`config.mk`:
```
export PLATFORM = sky130hd
export DESIGN_NAME = usart_async_rx_recovery
export DESIGN_NICKNAME = d
export VERILOG_FILES = /design/src/hdl/usart_async_rx_recovery.v
export VERILOG_INCLUDE_DIRS = /design/src /design/src/hdl
export SDC_FILE = /design/constraint.sdc
export NUM_CORES = 1
export LEC_CHECK = 0
export BUFFER_PORTS_ARGS = -buffer_cell sky130_fd_sc_hd__clkbuf_2
export CAP_MARGIN = 0
export CORE_MARGIN = 8
export CORE_UTILIZATION = 35
export CTS_CLUSTER_SIZE = 10
export DETAILED_ROUTE_END_ITERATION = 12
export HOLD_SLACK_MARGIN = 0.08
export SYNTH_ARGS = -nofsm -noshare
export SYNTH_HDL_FRONTEND = slang
export SYNTH_SLANG_ARGS = --single-unit
```
`constraint.sdc`:
```
create_clock -name pclk -period 4.1 [get_ports pclk]
set_clock_uncertainty 0.2 [all_clocks]
set_input_delay 0.82 -clock pclk [delete_from_list [all_inputs] [get_ports pclk]]
set_output_delay 0.82 -clock pclk [all_outputs]
set_load 0.02 [all_outputs]
```
`src/hdl/rx_recovery_consts.vh`:
```
// Constants for the asynchronous serial receive front end.
`ifndef RX_RECOVERY_CONSTS_VH
`define RX_RECOVERY_CONSTS_VH

// Register byte addresses.
`define ADDR_CTRL 8'h00
`define ADDR_STATUS 8'h04
`define ADDR_DATA 8'h08
`define ADDR_IRQ_STAT 8'h0C
`define ADDR_IRQ_MASK 8'h10

// Control register fields.
`define CTRL_ENABLE 0
`define CTRL_DOUBLE 1
`define CTRL_PARITY 2
`define CTRL_LEN_LO 4
`define CTRL_LEN_HI 7
`define CTRL_RESET 32'h00000080

// Character length limits (data bits only).
`define LEN_MIN 4'h5
`define LEN_MAX 4'h9

// Status register fields.
`define STAT_UNREAD 0
`define STAT_FERR 1
`define STAT_BUSY 2

// Interrupt event bits.
`define IRQ_DONE 0
`define IRQ_FERR 1
`define IRQ_OVERRUN 2
`define IRQ_NOISE 3
`define IRQ_BITS 4

// Samples per bit and first centre sample for each speed.
`define SPB_NORMAL 5'h10
`define SPB_DOUBLE 5'h08
`define FIRST_NORMAL 5'h08
`define FIRST_DOUBLE 5'h04

`endif

```
`src/hdl/usart_async_rx_recovery.v`:
```
// Asynchronous serial receiver: start detection, majority vote bit recovery, APB registers.
//
// Local design decisions: the placing of the registers and the APB slave port.

`include "rx_recovery_consts.vh"

module usart_async_rx_recovery
(
   input wire pclk,
   input wire presetn,
   input wire psel,
   input wire penable,
   input wire pwrite,
   input wire [7:0] paddr,
   input wire [31:0] pwdata,
   output reg [31:0] prdata,
   output reg pready,
   output reg pslverr,
   input wire sample_tick,
   input wire serial_in_line,
   output reg irq
);

   localparam ST_IDLE = 2'b00;
   localparam ST_START = 2'b01;
   localparam ST_BITS = 2'b10;
   localparam ST_HOLD = 2'b11;
   ////////////////////////////////////////////////////////////////////////////
   // Declarations.
   reg [31:0] ctrl;
   reg [`IRQ_BITS-1:0] irq_stat;
   reg [`IRQ_BITS-1:0] irq_mask;
   reg sync_a;
   reg sync_b;
   reg line_last;
   reg [1:0] state;
   reg [4:0] sample_cnt;
   reg [1:0] vote_ones;
   reg [3:0] bit_idx;
   reg [9:0] shift;
   reg [9:0] rx_data;
   reg stop_bit_error_flag;
   reg rx_unread_flag;
   reg [`IRQ_BITS-1:0] events;
   reg [3:0] len_clamped;
   reg [3:0] frame_bits;
   wire receiver_enable;
   wire double_speed_select;
   wire [4:0] spb;
   wire [4:0] first_vote;
   wire [4:0] next_sample;
   wire in_vote;
   wire last_vote;
   wire voted_bit;
   wire wr_en;
   wire rd_en;
   wire data_pop;
   reg [31:0] next_prdata;
   reg next_pslverr;
   assign receiver_enable = ctrl[`CTRL_ENABLE];
   assign double_speed_select = ctrl[`CTRL_DOUBLE];

   ////////////////////////////////////////////////////////////////////////////
   // Sampling geometry for the selected speed.
   // Samples per bit and the first of the three centre samples.
   assign spb = double_speed_select ? `SPB_DOUBLE : `SPB_NORMAL;
   assign first_vote = double_speed_select ? `FIRST_DOUBLE : `FIRST_NORMAL;
   assign next_sample = (sample_cnt == spb) ? 5'h01 : sample_cnt + 5'h01;
   assign in_vote = (sample_cnt >= first_vote) && (sample_cnt <= first_vote + 5'h02);
   assign last_vote = (sample_cnt == first_vote + 5'h02);
   // Two or three of the centre samples decide the bit value.
   assign voted_bit = (vote_ones == 2'b10) || ((vote_ones == 2'b01) && sync_b);
   // Data length clamped to the supported range, then the parity bit added.
   always @*
   begin
      len_clamped = ctrl[`CTRL_LEN_HI:`CTRL_LEN_LO];
      if (len_clamped < `LEN_MIN)
      begin
         len_clamped = `LEN_MIN;
      end
      else if (len_clamped > `LEN_MAX)
      begin
         len_clamped = `LEN_MAX;
      end
      frame_bits = len_clamped + {3'b000, ctrl[`CTRL_PARITY]};
   end

   ////////////////////////////////////////////////////////////////////////////
   // Input synchroniser.
   // Two flops; only the second one feeds the receive logic.
   always @(posedge pclk or negedge presetn)
   begin
      if (!presetn)
      begin
         sync_a <= 1'b1;
         sync_b <= 1'b1;
      end
      else
      begin
         sync_a <= serial_in_line;
         sync_b <= sync_a;
      end
   end

   ////////////////////////////////////////////////////////////////////////////
   // Clock and data recovery state machine.
   // Advances on each oversample tick; events are one-cycle pulses.
   always @(posedge pclk or negedge presetn)
   begin
      if (!presetn)
      begin
         state <= ST_IDLE;
         sample_cnt <= 5'h00;
         vote_ones <= 2'b00;
         bit_idx <= 4'h0;
         shift <= 10'h000;
         line_last <= 1'b1;
         events <= {`IRQ_BITS{1'b0}};
         rx_data <= 10'h000;
         stop_bit_error_flag <= 1'b0;
         rx_unread_flag <= 1'b0;
      end
      else
      begin
         events <= {`IRQ_BITS{1'b0}};
         if (data_pop)
         begin
            rx_unread_flag <= 1'b0;
            stop_bit_error_flag <= 1'b0;
         end
         if (!receiver_enable)
         begin
            // Abandon any frame and flush the holding buffer.
            state <= ST_IDLE;
            rx_unread_flag <= 1'b0;
            stop_bit_error_flag <= 1'b0;
            rx_data <= 10'h000;
            line_last <= 1'b1;
         end
         else if (sample_tick)
         begin
            case (state)
               ST_IDLE:
               begin
                  line_last <= sync_b;
                  if (line_last && !sync_b)
                  begin
                     // This tick took sample one, so the counter names the next sample.
                     state <= ST_START;
                     sample_cnt <= 5'h02;
                     vote_ones <= 2'b00;
                  end
               end
               ST_START:
               begin
                  sample_cnt <= next_sample;
                  if (in_vote && sync_b)
                  begin
                     vote_ones <= vote_ones + 2'b01;
                  end
                  if (last_vote)
                  begin
                     vote_ones <= 2'b00;
                     if (voted_bit)
                     begin
                        // Majority high: noise spike, look for a new edge.
                        state <= ST_IDLE;
                        line_last <= sync_b;
                        events[`IRQ_NOISE] <= 1'b1;
                     end
                     else
                     begin
                        // Bit timing now follows this start bit; stale bits of a longer frame are cleared.
                        state <= ST_BITS;
                        bit_idx <= 4'h0;
                        shift <= 10'h000;
                     end
                  end
               end
               ST_BITS:
               begin
                  sample_cnt <= next_sample;
                  if (in_vote && sync_b)
                  begin
                     vote_ones <= vote_ones + 2'b01;
                  end
                  if (last_vote)
                  begin
                     vote_ones <= 2'b00;
                     bit_idx <= bit_idx + 4'h1;
                     if (bit_idx < frame_bits)
                     begin
                        // Data and parity bits enter LSB first.
                        shift[bit_idx] <= voted_bit;
                     end
                     else
                     begin
                        // First stop bit ends the frame; later stops ignored.
                        line_last <= voted_bit;
                        state <= double_speed_select ? ST_HOLD : ST_IDLE;
                        events[`IRQ_DONE] <= 1'b1;
                        events[`IRQ_FERR] <= ~voted_bit;
                        if (rx_unread_flag && !data_pop)
                        begin
                           events[`IRQ_OVERRUN] <= 1'b1;
                        end
                        else
                        begin
                           // Error flag travels with its frame.
                           rx_data <= shift;
                           stop_bit_error_flag <= ~voted_bit;
                           rx_unread_flag <= 1'b1;
                        end
                     end
                  end
               end
               ST_HOLD:
               begin
                  // Double speed waits one more sample before rearming.
                  state <= ST_IDLE;
                  line_last <= line_last & sync_b;
               end
               default:
               begin
                  state <= ST_IDLE;
               end
            endcase
         end
      end
   end

   ////////////////////////////////////////////////////////////////////////////
   // APB access decode.
   // Writes and reads take effect in the access phase with pready high.
   assign wr_en = psel && penable && pready && pwrite;
   assign rd_en = psel && penable && pready && !pwrite;
   assign data_pop = rd_en && (paddr == `ADDR_DATA);
   // Read data and error, prepared during the setup cycle.
   always @*
   begin
      next_prdata = 32'h00000000;
      next_pslverr = 1'b0;
      case (paddr)
         `ADDR_CTRL:
         begin
            next_prdata = ctrl;
         end
         `ADDR_STATUS:
         begin
            next_prdata[`STAT_UNREAD] = rx_unread_flag;
            next_prdata[`STAT_FERR] = stop_bit_error_flag;
            next_prdata[`STAT_BUSY] = (state != ST_IDLE);
         end
         `ADDR_DATA:
         begin
            next_prdata[9:0] = rx_data;
         end
         `ADDR_IRQ_STAT:
         begin
            next_prdata[`IRQ_BITS-1:0] = irq_stat;
         end
         `ADDR_IRQ_MASK:
         begin
            next_prdata[`IRQ_BITS-1:0] = irq_mask;
         end
         default:
         begin
            next_pslverr = 1'b1;
         end
      endcase
   end
   // Answer one cycle after setup, so every access takes two cycles.
   always @(posedge pclk or negedge presetn)
   begin
      if (!presetn)
      begin
         pready <= 1'b0;
         prdata <= 32'h00000000;
         pslverr <= 1'b0;
      end
      else
      begin
         pready <= psel && !penable;
         prdata <= (psel && !penable && !pwrite) ? next_prdata : 32'h00000000;
         pslverr <= psel && !penable && next_pslverr;
      end
   end

   ////////////////////////////////////////////////////////////////////////////
   // Control, interrupt status and mask registers.
   // Status bits are write-one-to-clear; a new event wins over the clear.
   always @(posedge pclk or negedge presetn)
   begin
      if (!presetn)
      begin
         ctrl <= `CTRL_RESET;
         irq_stat <= {`IRQ_BITS{1'b0}};
         irq_mask <= {`IRQ_BITS{1'b0}};
         irq <= 1'b0;
      end
      else
      begin
         if (wr_en && (paddr == `ADDR_CTRL))
         begin
            ctrl <= {24'h000000, pwdata[`CTRL_LEN_HI:`CTRL_LEN_LO], 1'b0, pwdata[`CTRL_PARITY:0]};
         end
         if (wr_en && (paddr == `ADDR_IRQ_MASK))
         begin
            irq_mask <= pwdata[`IRQ_BITS-1:0];
         end
         if (wr_en && (paddr == `ADDR_IRQ_STAT))
         begin
            irq_stat <= (irq_stat & ~pwdata[`IRQ_BITS-1:0]) | events;
         end
         else
         begin
            irq_stat <= irq_stat | events;
         end
         irq <= |(irq_stat & irq_mask);
      end
   end

endmodule // usart_async_rx_recovery

```
Word-level counts from Yosys, hierarchy flattened
Index checks and enable logic that the tools add are counted.

Word-level logic and storage cells: 176. Register bits: 70. Bits of input ports: 47.

Bitwise logic cells: 7. Muxes and demuxes: 74. Eq/ne operators: 27. $add $sub $neg: 5. $lt $le $gt $ge: 7. Reductions and logical operators: 37.

Operator list (count): 10-bit two-way mux (11); 4-bit two-way mux (9); 1-bit two-way mux (26); 2-bit two-way mux (11); 10-bit one-hot mux with 2 select lines (1); 5-bit AND reduction (4); 1-bit logical AND (17); 8-bit by 4-bit equality test with 1-bit output, second input constant (2); 2-bit inequality test, second input constant (8); 5-bit two-way mux (3); 3-bit inequality test, second input constant (5); 3-bit one-hot mux with 5 select lines (1); 6-bit one-hot mux with 2 select lines (1); 10-bit bitwise mux (1); 5-bit equality test (2); 5-bit one-hot mux with 2 select lines (1); 3-bit two-way mux (3); 4-bit AND (2); 8-bit by 3-bit equality test with 1-bit output, second input constant (1); 8-bit by 5-bit equality test with 1-bit output, second input constant (1); 8-bit logical NOT (1); 4-bit OR (2); 2-bit one-hot mux with 4 select lines (1); 4-bit one-hot mux with 2 select lines (1); 33 further kinds (42).

Longest topological paths before layout
Gate-level depths: netlist of the first run.

Word-level depth: 12. Mapped depth: 13. Gate-level depth less buffers: 12.

Worst setup path before layout of the first run
OpenSTA, ideal clock, no wires.

Path kind: reg2reg. Start: reg ctrl[7]. End: reg shift[0]. Setup time: 0.118 ns. Stages on the path, launching flop included: 11. Clock period less this slack: 3.050 ns. Data arrival time: 2.732 ns. Required time: 3.782 ns. Slack: 1.050 ns. Path through: dfstp_2 nor3b_1 o21bai_1 ha_1 ha_1 inv_1 ha_1 a2111o_1 a2111oi_2 a21oi_1 a21o_1.

Cells in the longest elaborated chain, start to end: 7. Elaborated cells on any way between the ends: 8. Those cells by class: 1 x add/sub; 3 x order compare; 1 x eq/ne; 2 x mux; 1 x reduce/logical.

RTL lines: start, declared (line usart_async_rx_recovery.v:30) `reg [31:0] ctrl;`; start signal, assigned (line usart_async_rx_recovery.v:296) `` ctrl <= `CTRL_RESET; ``; start signal, assigned (line usart_async_rx_recovery.v:305) `` ctrl <= {24'h000000, pwdata[`CTRL_LEN_HI:`CTRL_LEN_LO], 1'b0, pwdata[`CTRL_PARITY:0]}; ``; 4-bit greater-than comparator (no source line); 4-bit two-way mux (line usart_async_rx_recovery.v:81) `` else if (len_clamped > `LEN_MAX) ``; 4-bit two-way mux * (line usart_async_rx_recovery.v:77) `` if (len_clamped < `LEN_MIN) ``; 4-bit by 1-bit adder with 4-bit output * (line usart_async_rx_recovery.v:85) `` frame_bits = len_clamped + {3'b000, ctrl[`CTRL_PARITY]}; ``; 4-bit less-than comparator * (line usart_async_rx_recovery.v:191) `if (bit_idx < frame_bits)`; 2-bit inequality test (no source line) *; 7-bit AND reduction (no source line) *; end signal, assigned by index (line usart_async_rx_recovery.v:194) `shift[bit_idx] <= voted_bit;`; end, declared (line usart_async_rx_recovery.v:40) `reg [9:0] shift;`.

Mark *: on every way between the ends. The rest lies on a longest branch, timed or not. A chain may end at the register's enable or synchronous reset.

Worst setup path in the final report of the first run
Start: reg ctrl[7]. End: reg state[0].

Cells in the longest elaborated chain, start to end: 7. Elaborated cells on any way between the ends: 8. Those cells by class: 1 x add/sub; 3 x order compare; 1 x eq/ne; 2 x mux; 1 x reduce/logical.

RTL lines: 4-bit greater-than comparator (no source line); 4-bit two-way mux (line usart_async_rx_recovery.v:81); 4-bit two-way mux * (line usart_async_rx_recovery.v:77); 4-bit by 1-bit adder with 4-bit output * (line usart_async_rx_recovery.v:85); 4-bit less-than comparator * (line usart_async_rx_recovery.v:191); 3-bit inequality test (no source line) *; 5-bit AND reduction (no source line) *; end signal, assigned (line usart_async_rx_recovery.v:200) `state <= double_speed_select ? ST_HOLD : ST_IDLE;`; end, declared (line usart_async_rx_recovery.v:36) `reg [1:0] state;`.

Marks and branches as above.

==> results by group, run 1 <==
Logic synthesis
  • Sequential-to-total area share from yosys stat: 0.4371
  • EDFF count, synth: 0
  • Cell taking the most area after synthesis: dfrtp_1
  • Synth area leaders: dfrtp_1, ha_1, buf_4, mux2_2, nand2_1
  • Distinct cells, synth: 63
  • Synth Flop Type: dfrtp_1
  • Gate Count Post-Synth: 394
  • Avg Inst Size Synth: 10.20 sq um
  • Asr flop ratio synth: 1.000
  • Top cell type's share of synthesized area: 0.4110
  • Register bit total from synthesis: 70
  • Mapped Area: 4019 sq um
  • Ys Warns: 0

Layout
  • Most frequent cells in the layout: dfrtp_1, nand2_1, clkbuf_2
  • Final Net Count: 497
  • Commonest non-fill, non-tap cell in the layout: dfrtp_1
  • Synthesis-to-finish area growth: 13.26%
  • N_diodes: 0
  • Non-Filler Instances: 577
  • # fillers: 1,124
  • Post-layout util: 0.4021
  • Layout cells sized above 1: 0.2074

Worst hold path
  • Hold Crit Endpoint: sync_b$_DFF_PN1_
  • Hold Path Depth: 0
  • HP Start: sync_a$_DFF_PN1_
  • Min-delay worst type: register to register

Routing
  • Vias: 2,876
  • Final wirelength: 8.635 mm
  • # DRC: 0
  • First DRT Iteration DRCs: 222
  • Met1 wire length: 3.838 mm
  • DRT Pass-1 Iters: 4
  • DR WL met2: 4.212 mm
  • Drt via density: 4.984
  • WL met3: 526 um
  • Routed len/inst: 14.97 um
  • Max layer used: met4
  • Antenna Nets Post-Route: 0

Critical path
  • Crit path max-delay cell type: dfstp_2
  • Startpoint types: register
  • Worst Setup End Kind: register
  • Critical path peak fanout: 7
  • Worst reg2reg path depth: 11
  • Worst R2R Start: ctrl[7]$_DFFE_PN1P_
  • Worst Path Required: 4120 ps
  • Reg2Reg Capture Point: state[0]$_DFFE_PN0P_
  • Crit path cell chain: nor3b_1 -> o21bai_1 -> ha_1 -> ha_1 -> xor2_1 -> ha_1 -> o21ai_0 -> nand2b_1 -> nand3b_1 -> a221o_1 -> a221oi_1
  • CP dominant cell by count: ha_1
  • CP max stage delay: 580 ps
  • Critical Setup Path Class: register to register
  • CP arrival: 3400 ps
  • R2R Setup Slk: 720 ps

Pwr
  • Power share of the sequential group: 0.454
  • Tot Pwr: 1.543 mW
  • Switching part of the total: 0.2301
  • PwrDens: 338.9 nW/um^2
  • Clock share of power: 0.496
  • Net switching power: 354.9 uW
  • Comb pwr share: 0.050
  • Leakage: 2.195 nW
  • Maximum VDD drop: 0.2125 mV
  • Internal Power: 1.188 mW

STA
  • Final setup violation count: 0
  • Period utilisation layout: 0.8241
  • Setup TNS: 0 ps
  • Fin crit period: 3379 ps
  • Final hold violation count: 0
  • Slew headroom: 0.4966
  • Worst-margin pin slew: 755.1 ps
  • F_max: 0.2959 GHz
  • RSZ-0062 raised after global routing: no
  • Max-slew violations: 0

Die
  • Core box area: 11,320 sq um
  • Die Area: 15,170 sq um
  • Row Count: 39
  • Die X: 123.2 um
  • Vert. Die Dim: 123.2 um
  • Initial Utilization: 0.3550
  • I/O pins: 82

Clocking
  • Total CTS buffers: 9
  • Post-CTS sizing: 0
  • Clock buffer depth: 2
  • # clock sinks: 70
  • Worst-Skew Late Latency: 330 ps
  • CTS root buf: clkbuf_16
  • Total setup buffers inserted after CTS: 0
  • Clock transition at path regs: 60 ps
  • CTS tree: built
  • Hold-fix buffers, CTS: 0
  • CTS H-tree lvls: 3

Global routing
  • First-pass GRT wire length: 14.46 mm
  • Pin count of the biggest net entering global routing: 71
  • Total gr overflow: 0
  • Antenna violations before repair: 0
  • Total GRT Usage: 0.1183
  • Number of global-route vias before repair: 2,910

Place
  • GP Congestion: 0.7837
  • DP HPWL: 6.434 mm
  • Inst Count DP: 561
  • Port bufs: 35

Run
  • Max Cap Violations: 0

Outcome
  • Status: finished, final reports clean
how the worst max path moves through the flow:
stage	from	end	cells past startpoint
6_report	ctrl[7]$_DFFE_PN1P_	state[0]$_DFFE_PN0P_	11
5_1_grt	ctrl[7]$_DFFE_PN1P_	shift[2]$_DFFE_PN0P_	11
4_1_cts	ctrl[7]$_DFFE_PN1P_	state[0]$_DFFE_PN0P_	11
3_5_place_dp	ctrl[7]$_DFFE_PN1P_	state[0]$_DFFE_PN0P_	11
3_3_place_gp	ctrl[7]$_DFFE_PN1P_	state[0]$_DFFE_PN0P_	11
2_1_floorplan	ctrl[7]$_DFFE_PN1P_	shift[0]$_DFFE_PN0P_	10
synthesized netlist by cell type, types with 2 or more instances:
cell       count
a2111oi_4      3
a211o_1        2
a21o_1        14
a21oi_1       14
a221oi_1       3
a22oi_1        7
and2_1         4
and3_1         3
buf_1          2
buf_2          5
buf_4         22
clkbuf_1       4
dfrtp_1       66
dfstp_2        4
ha_1          21
inv_1         17
mux2_2        14
mux2i_1        6
nand2_1       36
nand2b_1      10
nand3_1       16
nand4_1        9
nand4b_4       2
nor2_1        23
nor2b_1        3
nor3_1         9
nor4_1         3
o21ai_0       24
o21ai_1        3
o21bai_1       3
o22ai_1        3
o311a_1        2
or2_2          3
or4_1          2
xor2_1         4
layout make-up:
cell class	instances	area (sq um)	area share
multi-input combinational	294	2053	0.4511
tap	143	178.9	0.03931
inverter	17	63.81	0.01402
timing repair buffer	37	202.7	0.04453
clock inverter	7	71.32	0.01567
clock buffer	9	225.2	0.04948
sequential	70	1757	0.3859
power by group through the flow:
stage	Clock (mW)	Combinational, mW	Sequential, mW
after floorplan	0	0.0563	0.713
after global placement	0	0.0754	0.713
after detailed placement	0	0.0767	0.713
after CTS	0.790	0.0772	0.700
after global routing	0.820	0.0866	0.700
final	0.766	0.0765	0.700
layer usage:
metal | global-route usage | vias up
met4 | 0.02859 | 0
li1 | - | 1441
met5 | 0 | -
met3 | 0.03288 | 4
met1 | 0.1484 | 1362
met2 | 0.1974 | 69
logic make-up (layout without fill, tap and decap cells):
kind of cell,count (synthesis),in the layout,synth area share
AND/OR/NAND/NOR,132,132,0.1787
AO/OA/AOI/OAI,93,93,0.1778
flip-flops,70,70,0.4371
buffers and inverters,51,70,0.07160
adder cells (fa/ha/maj),21,21,0.06538
multiplexers,21,21,0.05760
XOR/XNOR,5,5,0.01090
other,1,22,0.0009331
per-stage QoR:
stage                     instance area [sq um]  hold WS, ps  worst slack [ps]
after floorplan                            4098        145.2              1050
after global placement                     4255        146.9             812.1
after detailed placement                   4255        147.2             717.0
after CTS                                  4552        155.6             695.7
after global routing                       4552        160.6             504.3
final                                      4552        156.2             721.0
critical path, delay by kind of cell (launching register included):
| family | cells | cell delay [ps] |
|---|---|---|
| AND/OR/NAND/NOR | 3 | 790 |
| adder cells (fa/ha/maj) | 3 | 650 |
| flip-flops | 1 | 580 |
| AO/OA/AOI/OAI | 4 | 900 |
| XOR/XNOR | 1 | 160 |
registers in the layout, indices dropped and copies added, names as in the netlist, 2 cells and up:
signal      count
bit_idx         4
ctrl            7
events          4
irq_mask        4
irq_stat        4
prdata         10
rx_data        10
sample_cnt      5
shift          10
state           2
vote_ones       2
(Power assumes the default switching activity.)
==> inputs of run 2 (changes only) <==
==> constraint.sdc (replaced) <==
create_clock -name pclk -period 3.4 [get_ports pclk]
set_clock_uncertainty 0.2 [all_clocks]
set_input_delay 0.68 -clock pclk [delete_from_list [all_inputs] [get_ports pclk]]
set_output_delay 0.68 -clock pclk [all_outputs]
set_load 0.02 [all_outputs]
==> results by group, run 2 (synthesis results as in run 1) <==
Outcome
  • Status: finished, final reports clean

Routing
  • Routed len/inst: 15.23 um (+1.8%)
  • Vias: 2,941 (+2.3%)
  • Final wirelength: 8.851 mm (+2.5%)
  • Antenna Nets Post-Route: 0 (unchanged)
  • First DRT Iteration DRCs: 139 (-37%)
  • DRT Pass-1 Iters: 4 (unchanged)
  • # DRC: 0 (unchanged)
  • Drt via density: 5.062 (+1.6%)

Layout
  • # fillers: 1,142 (+1.6%)
  • Post-route cell area: 4628 sq um (+1.7%)
  • Most frequent cells in the layout: dfrtp_1, nand2_1, clkbuf_2
  • Final Net Count: 501 (+0.80%)
  • Multi-input gate area: 2074 sq um (+1.0%)
  • Commonest non-fill, non-tap cell in the layout: dfrtp_1
  • Reg area: 1757 sq um (unchanged)
  • Synthesis-to-finish area growth: 15.16%
  • Layout cells sized above 1: 0.2215 (+0.01409)
  • Regs by FF count: prdata: 10 flops, rx_data: 10 flops, shift: 10 flops
  • N_diodes: 0 (unchanged)

Worst hold path
  • HP Start: sync_a$_DFF_PN1_
  • Hold Crit Endpoint: sync_b$_DFF_PN1_
  • Hold Path Depth: 0 (unchanged)
  • Min-delay worst type: register to register

Critical path
  • Worst reg2reg path depth: 10 (-1)
  • Critical path peak fanout: 6 (-1)
  • Critical Setup Path Class: register to register
  • Worst Path Required: 3470 ps (-650 ps)
  • CP arrival: 3330 ps (-70 ps)
  • Worst Setup End Kind: register
  • R2R Setup Slk: 140 ps (-580 ps)
  • Reg2Reg Capture Point: shift[5]$_DFFE_PN0P_
  • Worst R2R Start: ctrl[7]$_DFFE_PN1P_
  • Startpoint types: register

Global routing
  • Total gr overflow: 0 (unchanged)
  • Total GRT Usage: 0.1193 (+0.0009992)
  • Pin count of the biggest net entering global routing: 38 (-46%)
  • Antenna violations before repair: 0 (unchanged)
  • First-pass GRT wire length: 14.59 mm (+0.91%)
  • Number of global-route vias before repair: 2,834 (-2.6%)

STA
  • Max-slew violations: 0 (unchanged)
  • WHS: 155.7 ps (-0.4910 ps)
  • Final setup margin: 136.7 ps (-584.4 ps)
  • Final setup violation count: 0 (unchanged)
  • Period utilisation layout: 0.9598 (+0.1357)
  • Slew headroom: 0.4317 (-0.06490)
  • Worst-margin pin slew: 852.5 ps (+97.34 ps)
  • Setup TNS: 0 ps (unchanged)
  • RSZ-0062 raised after global routing: no
  • Final hold violation count: 0 (unchanged)
  • F_max: 0.3064 GHz (+3.5%)
  • Fin crit period: 3263 ps (-115.6 ps)

Clocking
  • Clock buffer depth: 2 (unchanged)
  • # clock sinks: 70 (unchanged)
  • Worst-Skew Late Latency: 330 ps (about the same)
  • Total CTS buffers: 9 (unchanged)
  • CTS tree: built
  • CTS root buf: clkbuf_16
  • Clock transition at path regs: 60 ps (about the same)
  • CTS H-tree lvls: 3 (unchanged)

Die
  • Die Area: 15,170 sq um (unchanged)
  • Die X: 123.2 um (unchanged)
  • Vert. Die Dim: 123.2 um (unchanged)
  • Core box area: 11,320 sq um (unchanged)
  • Initial Utilization: 0.3550 (unchanged)
  • I/O pins: 82 (unchanged)
  • Row Count: 39 (unchanged)

Pwr
  • PwrDens: 421.3 nW/um^2 (+24%)
  • Leakage: 2.230 nW (+1.6%)
  • Maximum VDD drop: 0.2630 mV (+24%)
  • Tot Pwr: 1.950 mW (+26%)

Place
  • Pre-CTS setup slack: 84.13 ps (-632.8 ps)
  • Port bufs: 35 (unchanged)
  • Area post-placement: 4270 sq um (+0.35%)
  • DP HPWL: 6.559 mm (+1.9%)
  • GP Congestion: 0.8224 (+4.9%)

Run
  • Max Cap Violations: 0 (unchanged)
[run 2: cell count changes in the layout (fill, tap and decap cells not counted), sizes merged]
cell	change
buf	+4
bufinv	+1
clkinv	-1
[run 2: area by class of cell]
cell class / instances / share of cell area
clock buffers: 9 / 0.04866
clock inverters: 7 / 0.02082
repair buffers: 41 / 0.05028
multi-input cells: 294 / 0.4482
flip-flops and latches: 70 / 0.3796
well taps: 143 / 0.03866
inverters: 17 / 0.01379
[run 2: per-layer routing]
| metal | routed length (um) | part of all wire | vias up | GRT usage |
|---|---|---|---|---|
| met4 | 97 | 0.011 | 0 | 0.03386 |
| met1 | 3946 | 0.45 | 1415 | 0.1511 |
| met3 | 531 | 0.060 | 7 | 0.03288 |
| met2 | 4276 | 0.48 | 68 | 0.1953 |
| li1 | - | - | 1451 | - |
| met5 | 0 | 0 | - | 0 |
[run 2: critical path, stage by stage, from the launching register on]
cell and delay, ps:
dfstp_2 570, nor3b_2 170, o21bai_1 100, ha_1 190, ha_1 270, inv_1 40
ha_1 280, a2111o_2 580, and2_4 210, a2111oi_4 400, a21o_1 170
[run 2: per-stage QoR]
stage / util / cells
after floorplan: - / 415
after global placement: 0.3772 / 563
after detailed placement: 0.3772 / 563
after CTS: 0.4056 / 579
after global routing: 0.4088 / 581
final: 0.4088 / 581
[run 2: repair_timing]
action	in CTS	in global routing
hold buffers	0	0
resized for setup	0	4
setup endpoints to repair	0	11
setup buffers	0	2
[run 2: power breakdown]
part           internal (mW)  total [mW]  switching (mW)
clock network          0.646        1.01           0.367
registers              0.839       0.845         0.00535
logic                 0.0235      0.0926          0.0691
[run 2: worst max path at each step]
stage	slack, ps	end	start	cells after the start
finish	140	shift[5]$_DFFE_PN0P_	ctrl[7]$_DFFE_PN1P_	10
global route	9	shift[4]$_DFFE_PN0P_	ctrl[7]$_DFFE_PN1P_	10
CTS	60	shift[1]$_DFFE_PN0P_	ctrl[7]$_DFFE_PN1P_	10
detailed placement	80	shift[0]$_DFFE_PN0P_	ctrl[7]$_DFFE_PN1P_	10
global placement	160	shift[1]$_DFFE_PN0P_	ctrl[7]$_DFFE_PN1P_	11
floorplan	350	shift[0]$_DFFE_PN0P_	ctrl[7]$_DFFE_PN1P_	10
==> inputs of run 3 (changes only) <==
--- a/config.mk
+++ b/config.mk
@@ -13,6 +13,7 @@
 export CTS_CLUSTER_SIZE = 10
 export DETAILED_ROUTE_END_ITERATION = 12
 export HOLD_SLACK_MARGIN = 0.08
+export PLACE_DENSITY = 0.57
 export SYNTH_ARGS = -nofsm -noshare
 export SYNTH_HDL_FRONTEND = slang
 export SYNTH_SLANG_ARGS = --single-unit
==> results by group, run 3 (synthesis results as in run 1) <==
Clocking
  • Clock buffer depth: 2 (unchanged)
  • CTS tree: built
  • Total CTS buffers: 9 (unchanged)
  • CTS root buf: clkbuf_16
  • # clock sinks: 70 (unchanged)
  • Hold-fix buffers, CTS: 0 (unchanged)
  • Clock transition at path regs: 60 ps (about the same)
  • CTS H-tree lvls: 3 (unchanged)
  • Worst-Skew Late Latency: 330 ps (about the same)

Worst hold path
  • Min-delay worst type: register to register
  • HP Start: sync_a$_DFF_PN1_

Layout
  • Layout cells sized above 1: 0.2371 (+0.01568)
  • Post-route cell area: 4681 sq um (+1.1%)
  • Regs by FF count: prdata: 10 flops, rx_data: 10 flops, shift: 10 flops
  • N_diodes: 0 (unchanged)
  • Non-Filler Instances: 590 (+1.5%)
  • Commonest non-fill, non-tap cell in the layout: dfrtp_1
  • Most frequent cells in the layout: dfrtp_1, nand2_1, clkbuf_2
  • Synthesis-to-finish area growth: 16.47%
  • Final Net Count: 510 (+1.8%)

STA
  • Worst-margin pin slew: 743.1 ps (-109.4 ps)
  • Final hold violation count: 0 (unchanged)
  • WHS: 150.0 ps (-5.731 ps)
  • Setup TNS: 0 ps (unchanged)
  • F_max: 0.3044 GHz (-0.66%)
  • Slew headroom: 0.5046 (+0.07291)
  • Fin crit period: 3285 ps (+21.74 ps)
  • Final setup margin: 114.9 ps (-21.74 ps)
  • Period utilisation layout: 0.9662 (+0.006393)
  • Max-slew violations: 0 (unchanged)
  • Final setup violation count: 0 (unchanged)

Place
  • GP Congestion: 0.8300 (+0.92%)
  • Port bufs: 35 (unchanged)
  • Pre-CTS setup slack: 47.05 ps (-37.09 ps)
  • Area post-placement: 4293 sq um (+0.53%)
  • Inst Count DP: 566 (+0.53%)
  • DP HPWL: 6.720 mm (+2.5%)

Global routing
  • Total GRT Usage: 0.1234 (+0.004161)
  • First-pass GRT wire length: 14.90 mm (+2.2%)
  • Pin count of the biggest net entering global routing: 41 (+7.9%)
  • Total gr overflow: 0 (unchanged)
  • Antenna violations before repair: 0 (unchanged)
  • Number of global-route vias before repair: 3,006 (+6.1%)

Die
  • Row Count: 39 (unchanged)
  • Die Area: 15,170 sq um (unchanged)
  • Initial Utilization: 0.3550 (unchanged)
  • I/O pins: 82 (unchanged)
  • Vert. Die Dim: 123.2 um (unchanged)
  • Die X: 123.2 um (unchanged)
  • Core box area: 11,320 sq um (unchanged)

Critical path
  • Critical Setup Path Class: register to register
  • Worst R2R Start: ctrl[7]$_DFFE_PN1P_
  • Crit path max-delay cell type: dfstp_2
  • CP arrival: 3300 ps (-30 ps)
  • CP dominant cell by count: ha_1
  • Worst Path Required: 3420 ps (-50 ps)
  • Critical path peak fanout: 4 (-2)
  • Setup crit start: ctrl[7]$_DFFE_PN1P_
  • Crit path cell chain: buf_4 -> nor2_1 -> o21bai_1 -> ha_2 -> ha_1 -> inv_1 -> ha_1 -> a2111o_1 -> buf_6 -> a2111oi_4 -> a21oi_1 -> a21o_1
  • Worst Setup End Kind: register
  • CP max stage delay: 560 ps (-20 ps)
  • Startpoint types: register

Routing
  • Drt via density: 5.008 (-1.1%)
  • # DRC: 0 (unchanged)
  • DRT Pass-1 Iters: 6 (+2)
  • Antenna Nets Post-Route: 0 (unchanged)
  • Routed len/inst: 15.18 um (-0.36%)
  • Final wirelength: 8.956 mm (+1.2%)
  • First DRT Iteration DRCs: 235 (+69%)
  • Vias: 2,955 (+0.48%)

Pwr
  • Maximum VDD drop: 0.2322 mV (-12%)
  • Leakage: 2.254 nW (+1.1%)
  • PwrDens: 401.9 nW/um^2 (-4.6%)

Outcome
  • Status: finished, final reports clean

Run
  • Max Cap Violations: 0 (unchanged)
==> run 3: cell count changes in the layout (fill, tap and decap cells not counted) <==
cell	before	now
a2111o_1	0	1
a2111o_2	1	0
a21oi_1	14	13
a21oi_2	1	2
buf_4	5	13
buf_6	0	1
bufinv_16	2	1
clkbuf_1	0	1
clkinv_2	2	1
clkinvlp_4	0	1
ha_1	21	20
ha_2	0	1
==> run 3: cell type report <==
| type | instances | area (sq um) |
|---|---|---|
| clock buffers | 10 | 229.0 |
| clock inverters | 6 | 68.82 |
| fillers | 1122 | 6640 |
| inverters | 17 | 63.81 |
| multi-input cells | 294 | 2079 |
| flip-flops and latches | 70 | 1757 |
| well taps | 143 | 178.9 |
| repair buffers | 50 | 304.0 |
==> run 3: final timing paths <==
check / end / slack, ps / cells after the start
worst min-delay path: sync_b$_DFF_PN1_ / 150 / 0
min in group asynchronous: irq$_DFF_PN0_ / 210 / 1
worst min register to register: sync_b$_DFF_PN1_ / 150 / 0
max in group asynchronous: ctrl[7]$_DFFE_PN1P_ / 2070 / 2
worst max register to register: shift[0]$_DFFE_PN0P_ / 110 / 12
worst max-delay path: shift[0]$_DFFE_PN0P_ / 110 / 12
==> run 3: what timing repair did <==
action,CTS,global route
gates resized for setup,0,6
setup endpoints to repair,0,12
setup buffers,0,8
==> run 3: report_power, final <==
group	switching, mW	total, mW	internal (mW)
logic	0.0702	0.0944	0.0241
clock network	0.369	0.942	0.573
registers	0.00527	0.844	0.839
total	0.445	1.88	1.44
==> run 3: critical path, delay by kind of cell, from the launching register on <==
family / cells / cell delay, ps
AND/OR/NAND/NOR: 1 / 50
adder cells (fa/ha/maj): 3 / 640
flip-flops: 1 / 560
buffers and inverters: 3 / 330
AO/OA/AOI/OAI: 5 / 1380
==> run 3: per-stage QoR <==
stage / power, mW / util
2_1_floorplan: 0.9276 / -
3_3_place_gp: 0.9509 / 0.3792
3_5_place_dp: 0.9538 / 0.3792
4_1_cts: 1.911 / 0.4055
5_1_grt: 1.959 / 0.4135
6_report: 1.881 / 0.4135
==> run 3: layer usage <==
| layer | routed length, um | track usage | vias to the layer above |
|---|---|---|---|
| met3 | 498 | 0.03151 | 11 |
| met2 | 4359 | 0.1994 | 57 |
| met5 | 0 | 0 | - |
| met4 | 117 | 0.04891 | 0 |
| met1 | 3981 | 0.1550 | 1417 |
| li1 | - | - | 1470 |
